## src/hw/nfcfg_pkg.sv

```systemverilog
// Constants shared by the frontend configuration register bank.
// Assumes a 32-bit APB slave with one register per aligned word.
package nfcfg_pkg;
  // Register indexes; byte address is four times the index
  localparam logic [9:0] IDX_CRC_LOW = 10'h022;
  localparam logic [9:0] IDX_N_OFF = 10'h023;
  localparam logic [9:0] IDX_MOD_WIDTH = 10'h024;
  localparam logic [9:0] IDX_BIT_PHASE = 10'h025;
  localparam logic [9:0] IDX_RF_CFG = 10'h026;
  localparam logic [9:0] IDX_STATUS = 10'h030;
  // Reset values
  localparam logic [7:0] RST_CRC_LOW = 8'hFF;
  localparam logic [7:0] RST_N_OFF = 8'h88;
  localparam logic [7:0] RST_MOD_WIDTH = 8'h26;
  localparam logic [7:0] RST_BIT_PHASE = 8'h87;
  localparam logic [7:0] RST_RF_CFG = 8'h48;
  // Field positions
  localparam int IDLE_MSB = 7;
  localparam int IDLE_LSB = 4;
  localparam int MOD_MSB = 3;
  localparam int MOD_LSB = 0;
  localparam int DEMOD_CLK_BIT = 7;
  localparam int PHASE_MSB = 6;
  localparam int AMP_BIT = 7;
  localparam int GAIN_MSB = 6;
  localparam int GAIN_LSB = 4;
  localparam int SENS_MSB = 3;
  // Subcarrier period in carrier clocks
  localparam logic [4:0] SUB_PERIOD = 5'h10;
  // Receiver gain in dB
  localparam logic [5:0] GAIN_18 = 6'h12;
  localparam logic [5:0] GAIN_23 = 6'h17;
  localparam logic [5:0] GAIN_33 = 6'h21;
  localparam logic [5:0] GAIN_38 = 6'h26;
  localparam logic [5:0] GAIN_43 = 6'h2B;
  localparam logic [5:0] GAIN_48 = 6'h30;
  // Transmit delay states
  typedef enum logic [2:0] {
    TX_IDLE = 3'b001,
    TX_WAIT = 3'b010,
    TX_FIRE = 3'b100
  } tx_state_t;
endpackage : nfcfg_pkg

```

## src/hw/nfcfg_drive_if.sv

```systemverilog
// Carrier between the register bank and its N-driver selector.
// Assumes both ends run on the same system clock.
`timescale 1ns/1ps
interface nfcfg_drive_if;
  logic [7:0] off_fields;
  logic [7:0] on_fields;
  logic driver_on;
  logic powerdown;
  logic modulating;
  logic load_mod;
  logic [3:0] n_conduct;
  modport cfg (output off_fields, on_fields, driver_on, powerdown,
    modulating, load_mod, input n_conduct);
  modport drv (input off_fields, on_fields, driver_on, powerdown,
    modulating, load_mod, output n_conduct);
endinterface : nfcfg_drive_if

```

## src/hw/nfcfg_drive.sv

```systemverilog
// N-driver conductance selector for the antenna drivers.
// Assumes the register bank drives the interface from its input pins and flip-flops.
`timescale 1ns/1ps
module nfcfg_drive (
  nfcfg_drive_if.drv drv
);
  import nfcfg_pkg::*;
  logic use_off;
  logic [3:0] pick;

  // Off fields serve while the driver is off and for load modulation
  assign use_off = ~drv.driver_on | drv.load_mod;

  // Idle or modulation field, then soft power-down forces the MSB
  always_comb begin
    if (use_off) begin
      pick = drv.modulating ? drv.off_fields[MOD_MSB:MOD_LSB]
                            : drv.off_fields[IDLE_MSB:IDLE_LSB];
    end else begin
      pick = drv.modulating ? drv.on_fields[MOD_MSB:MOD_LSB]
                            : drv.on_fields[IDLE_MSB:IDLE_LSB];
    end
    drv.n_conduct = {pick[3] | drv.powerdown, pick[2:0]};
  end
endmodule : nfcfg_drive

```

## src/hw/nfcfg_regs.sv

```systemverilog
// Configuration register bank of the contactless frontend, with
// modulation timing, transmit delay and receiver settings.
// Assumes an APB master, a one-cycle carrier tick and synchronous inputs.
//
// Overview of operation
// - The low CRC byte is read-only and valid while the done flag is 1.
// - The idle off-conductance applies while the driver is off or load modulation is on.
// - The modulation off-conductance applies while driver is off or load modulation is on.
// - Soft power-down forces the MSB of every N-conductance to 1.
// - Load modulation uses the driver-off conductance values.
// - As initiator a Miller pulse lasts the width field plus one ticks.
// - As target the subcarrier low is width mod 8 plus 1, high 16-low.
// - Bit 7 of the bit-phase register clocks the demodulator from field.
// - The 7-bit bit-phase adds carrier clocks before transmit starts.
// - The 3-bit gain field selects 18 to 48 dB as tabled.
// - Bit 7 of the RF configuration enables the level detector amp.
// - Bits 3 to 0 of the RF configuration set detector sensitivity.
//
// The APB interface to the registers is this design's own decision.
`timescale 1ns/1ps
module nfcfg_regs (
  input wire logic CLK_SYS_IN,
  input wire logic RESET_IN,
  input wire logic PSEL_IN,
  input wire logic PENABLE_IN,
  input wire logic PWRITE_IN,
  input wire logic [11:0] PADDR_IN,
  input wire logic [31:0] PWDATA_IN,
  output logic [31:0] PRDATA_OUT,
  output logic PREADY_OUT,
  output logic PSLVERR_OUT,
  input wire logic [7:0] CRC_LOW_IN,
  input wire logic CRC_DONE_IN,
  input wire logic [7:0] N_ON_FIELDS_IN,
  input wire logic DRIVER_ON_IN,
  input wire logic POWERDOWN_IN,
  input wire logic LOAD_MOD_IN,
  input wire logic INITIATOR_IN,
  input wire logic TARGET_IN,
  input wire logic CARRIER_TICK_IN,
  input wire logic MILLER_START_IN,
  input wire logic TX_REQ_IN,
  output logic MILLER_PULSE_OUT,
  output logic SUBCARRIER_OUT,
  output logic TX_START_OUT,
  output logic [3:0] N_CONDUCT_OUT,
  output logic DEMOD_CLK_FIELD_OUT,
  output logic [5:0] GAIN_DB_OUT,
  output logic AMP_ENABLE_OUT,
  output logic [3:0] SENSITIVITY_OUT
);
  import nfcfg_pkg::*;
  logic [7:0] n_off_q;
  logic [7:0] width_q;
  logic [7:0] phase_q;
  logic [7:0] rf_cfg_q;
  logic [31:0] prdata_q;
  logic slverr_q;
  logic [9:0] idx;
  logic aligned;
  logic wr_en;
  logic [7:0] rd_d;
  logic rd_hit;
  logic miller_q;
  logic [7:0] miller_cnt_q;
  logic sub_q;
  logic [3:0] sub_cnt_q;
  logic [3:0] sub_low;
  logic [3:0] sub_high;
  tx_state_t tx_q;
  logic [6:0] tx_cnt_q;
  logic [5:0] gain_q;
  logic [3:0] n_conduct_q;
  nfcfg_drive_if dif ();

  assign idx = PADDR_IN[11:2];
  assign aligned = (PADDR_IN[1:0] == 2'h0);
  assign wr_en = PSEL_IN & PENABLE_IN & PWRITE_IN & ~slverr_q;

  // Read decode, unmapped or unaligned addresses are flagged
  always_comb begin
    rd_d = 8'h00;
    rd_hit = aligned;
    if (idx == IDX_CRC_LOW) begin
      rd_d = CRC_LOW_IN;
    end else if (idx == IDX_N_OFF) begin
      rd_d = n_off_q;
    end else if (idx == IDX_MOD_WIDTH) begin
      rd_d = width_q;
    end else if (idx == IDX_BIT_PHASE) begin
      rd_d = phase_q;
    end else if (idx == IDX_RF_CFG) begin
      rd_d = rf_cfg_q;
    end else if (idx == IDX_STATUS) begin
      rd_d = {3'h0, tx_q == TX_WAIT, miller_q, POWERDOWN_IN,
              DRIVER_ON_IN, CRC_DONE_IN};
    end else begin
      rd_hit = 1'b0;
    end
  end

  // Setup cycle captures the answer; access cycle completes at once
  always_ff @(posedge CLK_SYS_IN) begin
    if (RESET_IN) begin
      prdata_q <= 32'h0000_0000;
      slverr_q <= 1'b0;
    end else if (PSEL_IN & ~PENABLE_IN) begin
      prdata_q <= {24'h00_0000, rd_d};
      slverr_q <= ~rd_hit | (PWRITE_IN & (idx == IDX_CRC_LOW ||
                  idx == IDX_STATUS));
    end
  end

  assign PRDATA_OUT = prdata_q;
  assign PREADY_OUT = PSEL_IN & PENABLE_IN;
  assign PSLVERR_OUT = PSEL_IN & PENABLE_IN & slverr_q;

  // Writable configuration registers
  always_ff @(posedge CLK_SYS_IN) begin
    if (RESET_IN) begin
      n_off_q <= RST_N_OFF;
      width_q <= RST_MOD_WIDTH;
      phase_q <= RST_BIT_PHASE;
      rf_cfg_q <= RST_RF_CFG;
    end else if (wr_en) begin
      if (idx == IDX_N_OFF) begin
        n_off_q <= PWDATA_IN[7:0];
      end else if (idx == IDX_MOD_WIDTH) begin
        width_q <= PWDATA_IN[7:0];
      end else if (idx == IDX_BIT_PHASE) begin
        phase_q <= PWDATA_IN[7:0];
      end else if (idx == IDX_RF_CFG) begin
        rf_cfg_q <= PWDATA_IN[7:0];
      end
    end
  end

  // Miller pulse of width plus one carrier ticks
  always_ff @(posedge CLK_SYS_IN) begin
    if (RESET_IN) begin
      miller_q <= 1'b0;
      miller_cnt_q <= 8'h00;
    end else if (~miller_q) begin
      if (MILLER_START_IN & INITIATOR_IN) begin
        miller_q <= 1'b1;
        miller_cnt_q <= width_q;
      end
    end else if (CARRIER_TICK_IN) begin
      if (miller_cnt_q == 8'h00) begin
        miller_q <= 1'b0;
      end else begin
        miller_cnt_q <= miller_cnt_q - 8'h01;
      end
    end
  end

  // Subcarrier phase lengths from the width field
  assign sub_low = {1'b0, width_q[2:0]} + 4'h1;
  assign sub_high = 4'(SUB_PERIOD - {1'b0, sub_low});

  // Subcarrier generator, high when not acting as target
  always_ff @(posedge CLK_SYS_IN) begin
    if (RESET_IN) begin
      sub_q <= 1'b1;
      sub_cnt_q <= 4'h0;
    end else if (~TARGET_IN) begin
      sub_q <= 1'b1;
      sub_cnt_q <= 4'h0;
    end else if (CARRIER_TICK_IN) begin
      if (sub_cnt_q == 4'h0) begin
        sub_q <= ~sub_q;
        sub_cnt_q <= sub_q ? sub_low - 4'h1 : sub_high - 4'h1;
      end else begin
        sub_cnt_q <= sub_cnt_q - 4'h1;
      end
    end
  end

  // Transmit start delayed by the bit-phase count of carrier ticks
  always_ff @(posedge CLK_SYS_IN) begin
    if (RESET_IN) begin
      tx_q <= TX_IDLE;
      tx_cnt_q <= 7'h00;
    end else begin
      case (tx_q)
        TX_IDLE: begin
          if (TX_REQ_IN) begin
            tx_cnt_q <= phase_q[PHASE_MSB:0];
            tx_q <= (phase_q[PHASE_MSB:0] == 7'h00) ? TX_FIRE : TX_WAIT;
          end
        end
        TX_WAIT: begin
          if (CARRIER_TICK_IN) begin
            tx_cnt_q <= tx_cnt_q - 7'h01;
            if (tx_cnt_q == 7'h01) begin
              tx_q <= TX_FIRE;
            end
          end
        end
        TX_FIRE: begin
          tx_q <= TX_IDLE;
        end
        default: begin
          tx_q <= TX_IDLE;
        end
      endcase
    end
  end

  assign TX_START_OUT = (tx_q == TX_FIRE);

  // Receiver gain decode, registered
  always_ff @(posedge CLK_SYS_IN) begin
    if (RESET_IN) begin
      gain_q <= GAIN_33;
    end else begin
      case (rf_cfg_q[GAIN_MSB:GAIN_LSB])
        3'h0, 3'h2: gain_q <= GAIN_18;
        3'h1, 3'h3: gain_q <= GAIN_23;
        3'h4: gain_q <= GAIN_33;
        3'h5: gain_q <= GAIN_38;
        3'h6: gain_q <= GAIN_43;
        default: gain_q <= GAIN_48;
      endcase
    end
  end

  // Driver selector connection and registered conductance
  assign dif.off_fields = n_off_q;
  assign dif.on_fields = N_ON_FIELDS_IN;
  assign dif.driver_on = DRIVER_ON_IN;
  assign dif.powerdown = POWERDOWN_IN;
  assign dif.modulating = miller_q | (LOAD_MOD_IN & ~sub_q);
  assign dif.load_mod = LOAD_MOD_IN;

  nfcfg_drive nfcfg_drive_i (
    .drv(dif.drv)
  );

  always_ff @(posedge CLK_SYS_IN) begin
    if (RESET_IN) begin
      n_conduct_q <= 4'h8;
    end else begin
      n_conduct_q <= dif.n_conduct;
    end
  end

  // Pin outputs straight from flip-flops
  assign N_CONDUCT_OUT = n_conduct_q;
  assign MILLER_PULSE_OUT = miller_q;
  assign SUBCARRIER_OUT = sub_q;
  assign DEMOD_CLK_FIELD_OUT = phase_q[DEMOD_CLK_BIT];
  assign GAIN_DB_OUT = gain_q;
  assign AMP_ENABLE_OUT = rf_cfg_q[AMP_BIT];
  assign SENSITIVITY_OUT = rf_cfg_q[SENS_MSB:0];

  // Helper counters of carrier ticks for the checks
  logic [8:0] mil_ticks_q;
  logic [4:0] low_ticks_q;
  logic [7:0] tx_ticks_q;
  always_ff @(posedge CLK_SYS_IN) begin
    if (RESET_IN | ~miller_q) begin
      mil_ticks_q <= 9'h000;
    end else if (CARRIER_TICK_IN) begin
      mil_ticks_q <= mil_ticks_q + 9'h001;
    end
  end
  always_ff @(posedge CLK_SYS_IN) begin
    if (RESET_IN | sub_q) begin
      low_ticks_q <= 5'h00;
    end else if (CARRIER_TICK_IN) begin
      low_ticks_q <= low_ticks_q + 5'h01;
    end
  end
  always_ff @(posedge CLK_SYS_IN) begin
    if (RESET_IN | (tx_q == TX_IDLE)) begin
      tx_ticks_q <= 8'h00;
    end else if (CARRIER_TICK_IN & (tx_q == TX_WAIT)) begin
      tx_ticks_q <= tx_ticks_q + 8'h01;
    end
  end
endmodule : nfcfg_regs

```

## config.mk

```make
export PLATFORM = sky130hd
export DESIGN_NAME = nfcfg_regs
export DESIGN_NICKNAME = d
export VERILOG_FILES = /design/src/hw/nfcfg_pkg.sv /design/src/hw/nfcfg_drive_if.sv /design/src/hw/nfcfg_drive.sv /design/src/hw/nfcfg_regs.sv
export SDC_FILE = /design/constraint.sdc
export NUM_CORES = 1
export LEC_CHECK = 0
export BUFFER_PORTS_ARGS = -buffer_cell sky130_fd_sc_hd__buf_2
export CORE_MARGIN = 2
export CORE_UTILIZATION = 38
export CTS_CLUSTER_DIAMETER = 100
export CTS_CLUSTER_SIZE = 25
export DETAILED_ROUTE_END_ITERATION = 10
export HOLD_SLACK_MARGIN = 0.12
export PLACE_DENSITY = 0.75
export SLEW_MARGIN = 20
export SYNTH_ARGS = -nofsm -noshare
export SYNTH_HDL_FRONTEND = slang
export SYNTH_SLANG_ARGS = --single-unit
```

## constraint.sdc

```tcl
create_clock -name CLK_SYS_IN -period 2.3 [get_ports CLK_SYS_IN]
set_input_delay 0.69 -clock CLK_SYS_IN [delete_from_list [all_inputs] [get_ports CLK_SYS_IN]]
set_output_delay 0.69 -clock CLK_SYS_IN [all_outputs]
set_load 0.02 [all_outputs]
```

# Word-level counts from Yosys, hierarchy flattened
# Index checks and enable logic that the tools add are counted.
[word_totals]
ff_bits = 75
inputBits = 74
output_inout_bits = 53
[classes]
mux = 34
n_reduce_logical = 19
add_sub_neg = 7
n_bitwise = 21
n_eq_ne = 21
[ops]
columns = ["operator", "n"]
rows = [
  ["2-to-1 mux 8 bit", 9],
  ["== test 10 x 6 -> 1 bit, second input constant", 6],
  ["case mux 6 bit (5 select lines)", 1],
  ["2-to-1 mux 4 bit", 5],
  ["2-to-1 mux 7 bit", 2],
  ["case mux 7 bit (2 select lines)", 1],
  ["== test 3 bit, second input constant", 4],
  ["2-to-1 mux 3 bit", 4],
  ["AND reduction 3 bit", 4],
  ["subtractor 4 x 1 -> 4 bit, second input constant", 3],
  ["2-to-1 mux 1 bit", 10],
  ["== test 3 x 2 -> 1 bit, second input constant", 3],
  ["inverter 1 bit", 9],
  ["bitwise AND 1 bit", 8],
  ["zero test 8 bit", 1],
  ["!= test 2 bit, second input constant", 4],
  ["subtractor 8 x 1 -> 8 bit, second input constant", 1],
  ["== test 7 x 1 -> 1 bit, second input constant", 1],
  ["zero test 7 bit", 1],
  ["subtractor 7 x 1 -> 7 bit, second input constant", 1],
  ["== test 3 x 1 -> 1 bit, second input constant", 2],
  ["case mux 3 bit (2 select lines)", 1],
  ["OR reduction 2 bit", 3],
  ["2-to-1 mux 5 bit", 1],
  ["other kinds (12)", 17],
]

# Logic depth before layout (Yosys ltp)
[depth]
word_depth = 9
ltp_mapped = 8

# Modules after synthesis
# A second synthesis with hierarchy kept.
[unflattened]
cells_unflattened = 498
area_unflattened_um2 = 4186.5
[modules_own_cells]
columns = ["mod", "area_per_inst_um2", "cells_each", "instances", "seq_area_each_um2"]
rows = [
  ["nfcfg_regs", 4068.9, 492, 1, 1501.4],
  ["nfcfg_drive", 117.6, 6, 1, 0.0],
]

# Least setup slack after synthesis
# No wires, ideal clock.
[synth_timing]
path_kind = "input to register"
from = "in PADDR_IN[2]"
to = "reg rf_cfg_q[3]"
path_slack_ns = 0.085
arrival_ns = 2.095
stages = 6
setup_ns = 0.120
path_cell_list = "buf_6 -> nor4_1 -> nand3_1 -> nor3_4 -> nor2b_1 -> a211o_1"
[synth_between]
elab_chain_cells = 3
elab_cells_between_ends = 8
classes_between = "eq/ne (4); bitwise (3); reduce/logical (1)"
[synth_rtl]
columns = ["item", "line", "source"]
rows = [
  ["start: declaration", "nfcfg_regs.sv:27", "input wire logic [11:0] PADDR_IN,"],
  ["== test 10 x 6 -> 1 bit, on equally long branches", "nfcfg_regs.sv:130, nfcfg_regs.sv:126, nfcfg_regs.sv:128", ""],
  ["inverter 1 bit (no source line)", "n/a", ""],
  ["AND reduction 5 bit (no source line) (*)", "n/a", ""],
  ["end signal: assignment", "nfcfg_regs.sv:133", "rf_cfg_q <= PWDATA_IN[7:0];"],
  ["end: declaration", "nfcfg_regs.sv:56", "logic [7:0] rf_cfg_q;"],
]
# Every way passes the cells marked *; elsewhere a longest branch is shown, timed or not.
# A chain may end at the register's enable or synchronous reset.

# Worst setup path in the final report
[layout_timing]
from = "in PADDR_IN[6]"
to = "reg prdata_q[5], in the netlist PRDATA_OUT[5]"
[layout_between]
elab_chain_cells = 6
elab_cells_between_ends = 10
classes_between = "eq/ne (5); mux (5)"
[layout_rtl]
columns = ["item", "line", "source"]
rows = [
  ["== test 10 x 6 -> 1 bit", "nfcfg_regs.sv:92", "end else if (idx == IDX_RF_CFG) begin"],
  ["2-to-1 mux 8 bit", "nfcfg_regs.sv:92", ""],
  ["2-to-1 mux 8 bit", "nfcfg_regs.sv:90", "end else if (idx == IDX_BIT_PHASE) begin"],
  ["2-to-1 mux 8 bit", "nfcfg_regs.sv:88", "end else if (idx == IDX_MOD_WIDTH) begin"],
  ["2-to-1 mux 8 bit", "nfcfg_regs.sv:86", "end else if (idx == IDX_N_OFF) begin"],
  ["2-to-1 mux 8 bit (*)", "nfcfg_regs.sv:84", "if (idx == IDX_CRC_LOW) begin"],
  ["end signal: assignment", "nfcfg_regs.sv:108", "prdata_q <= {24'h00_0000, rd_d};"],
  ["end: declaration", "nfcfg_regs.sv:57", "logic [31:0] prdata_q;"],
]
# Marked as above.

==> summary.txt <==
Number of global-route vias before repair: 3,864
Pin count of the biggest net entering global routing: 33
TritonCTS clock tree: yes
Register area: 1500 um2
Max-slew violations: 0
TritonCTS Buffers: 9
Fmax: 514 MHz
FF-to-FF End: miller_cnt_q[4]$_SDFFE_PP0P_
Number of synthesized flops with an enable pin: 0
Run status: finished, final reports clean
Via Count: 4,121
Number of fill cells: 1,021
Count leader, synth: dfxtp_1
DP HPWL: 8890 um
Total congestion overflow: 0
Fin crit period: 1.94 ns
Max-Slew Margin vs Limit: 59.1%
Ys Warns: 0
Fin. Hold Viols: 0
R2R setup slack: 0.38 ns
Worst Tran Pin Value: 0.613 ns
Area leader, netlist: dfxtp_1
Starting density of the core: 39.2%
Row count: 38
Fin crit share: 84.5%
GRT met1 Usage: 24.5%
Synth top area share: 35.1%
DRT antenna net count: 0
Startpoint types: primary input
Number of synthesized register bits: 75
Ranking of synthesized cells by area: dfxtp_1 (35%), mux2i_1 (6.3%), buf_4 (5.1%)
CTS root buffer: clkbuf_16
WL final: 11,700 um
Static leakage: 2.06 nW
Ant. Diodes: 0
Register-to-Register Path Depth: 6
Met3 Use GR: 4.70%
Average cell area after synthesis: 8.36 um2
Post-CTS Hold Buffers: 0
Initial antenna violation count: 0
Crit path required time: 2.56 ns
Die Ht: 110 um
Clock sinks: 75
CP Data Arrival Time: 2.20 ns
TNS Setup: 0 ns
Unrepaired setup endpoints after global routing: no
DR vias/cell: 5.54
Multi-input gate area: 2490 um2
Area Growth Syn to Fin: 19.3%
GPL Wtd Cong: 0.947
Synth unique cells: 62
Die Span X: 110 um
Worst-Skew Late Latency: 0.34 ns
Clock skew: 0.00512 ns
DRC Markers: 0
Setup crit start: PADDR_IN[6]
Worst Setup End Kind: flop
Final Util: 46.7%
Endpoints failing setup: 0
Fraction of layout cells with a size suffix above 1: 23.5%
Tightest Hold Check Type: flop to flop
Layout Nets: 682
VDD IR-drop max: 0.393 mV
Seq/Total Area, Yosys: 35.1%
Setup ws final: 0.356 ns
Total Routing Usage GR: 19.8%
Crit path kind: primary input to flop
Core area: 10,900 um2
Ys async rst share: 0%
First-pass GRT wire length: 18,600 um
Pwr Density: 627 nW/um2
Hold WS: 0.476 ns
Final instance area: 5110 um2
CP max FO: 7
Placed Area: 4840 um2
CTS H-tree depth: 3
Worst r2r src: miller_cnt_q[0]$_SDFFE_PP0P_
CP endpoint: PRDATA_OUT[5]$_SDFFE_PP0P_
Grt met2 use: 32.6%
Most common library cells after synthesis: dfxtp_1 (75), nor2_1 (57), a21oi_1 (40), nand2_1 (40), buf_4 (29)
Io pins: 127
DR iter-0 viols: 189
Pre-Repair DR Iteration Count: 5
Most used routing layer: met2
IO Port Bufs: 78
Area of the die: 12,100 um2
Mapped Area: 4280 um2
Pre-CTS WS: 0.0227 ns
Post-CTS resize count: 0
CTS max path bufs: 2
Post-Synthesis Cells: 512
Clk slew on worst S/H paths: 0.06 ns
Total of max-cap violations: 0
Drt wl/cell: 15.7 um
Post-CTS setup buffer count: 0
Main synth FF type: dfxtp_1
==> layout make-up <==
type                    instances  area share (%)
well taps                     140            3.43
inverters                      19            1.40
multi-input cells             391            48.7
repair buffers                103            11.8
clock buffers                  10            4.48
clock inverters                 6           0.833
flip-flops and latches         75            29.4
==> where the power goes <==
part / internal [mW] / switching, mW / total [mW]
Sequential: 1.34 / 0.0430 / 1.39
Combinational: 0.201 / 0.326 / 0.526
Clock: 0.730 / 0.562 / 1.29
==> routing by layer <==
layer,vias to the layer above,share of wire (%),routed length (um)
met5,-,0,0
met4,0,2.7,311
met3,27,7.6,886
met2,189,48,5640
met1,1935,41,4850
li1,1970,-,-
==> logic make-up (layout without fill, tap and decap cells) <==
| family | count (synthesis) | count (layout) | share of synthesized area (%) |
|---|---|---|---|
| AO/OA/AOI/OAI | 126 | 126 | 18.7 |
| XOR/XNOR | 5 | 5 | 1.02 |
| adder cells (fa/ha/maj) | 9 | 9 | 2.63 |
| buffers and inverters | 69 | 138 | 8.85 |
| flip-flops | 75 | 75 | 35.1 |
| multiplexers | 36 | 36 | 9.73 |
| other | 1 | 24 | 0.0876 |
| AND/OR/NAND/NOR | 191 | 191 | 23.9 |
==> cells in the final DEF, fill, tap and decap left out, drive strengths merged, types with 7 or more instances in the layout <==
cell type	synthesis	final
inv	19	19
nand3	12	12
conb	1	24
nor2	57	57
ha	9	9
nor4	8	8
a31oi	8	8
nand2	41	41
o21ai	26	26
clkbuf	17	10
buf	33	103
a211o	7	7
nor2b	13	13
nor3	16	16
a21oi	40	40
mux2i	27	27
o22ai	7	7
dfxtp	75	75
==> flip-flops by register name, summed over array words and instances, names as in the netlist, 6 cells and up <==
register        flops
width_q             8
miller_cnt_q        8
tx_cnt_q            7
PRDATA_OUT          8
dif.off_fields      8
GAIN_DB_OUT         6
phase_q             8
rf_cfg_q            8
==> worst max-delay path, cell delays in order <==
cell      delay (ns)
buf_2           0.13
nor4b_4         0.41
buf_4           0.21
nand3_1         0.20
nor2_1          0.23
a221oi_1        0.13
nor3_1          0.20
==> worst min path at each step <==
stage	cells after the start	end	from
CTS	2	tx_cnt_q[1]$_SDFFE_PP0P_	tx_cnt_q[1]$_SDFFE_PP0P_
finish	2	tx_cnt_q[1]$_SDFFE_PP0P_	tx_cnt_q[1]$_SDFFE_PP0P_
global placement	2	tx_cnt_q[1]$_SDFFE_PP0P_	tx_cnt_q[1]$_SDFFE_PP0P_
floorplan	2	tx_cnt_q[1]$_SDFFE_PP0P_	tx_cnt_q[1]$_SDFFE_PP0P_
global route	2	tx_cnt_q[1]$_SDFFE_PP0P_	tx_cnt_q[1]$_SDFFE_PP0P_
detailed placement	2	tx_cnt_q[1]$_SDFFE_PP0P_	tx_cnt_q[1]$_SDFFE_PP0P_
==> per-stage QoR <==
stage	power, mW	cells
floorplan	1.78	535
global placement	1.91	728
detailed placement	1.93	728
CTS	3.22	744
global route	3.35	744
finish	3.20	744
No activity file was read; power rests on OpenSTA's default activity.
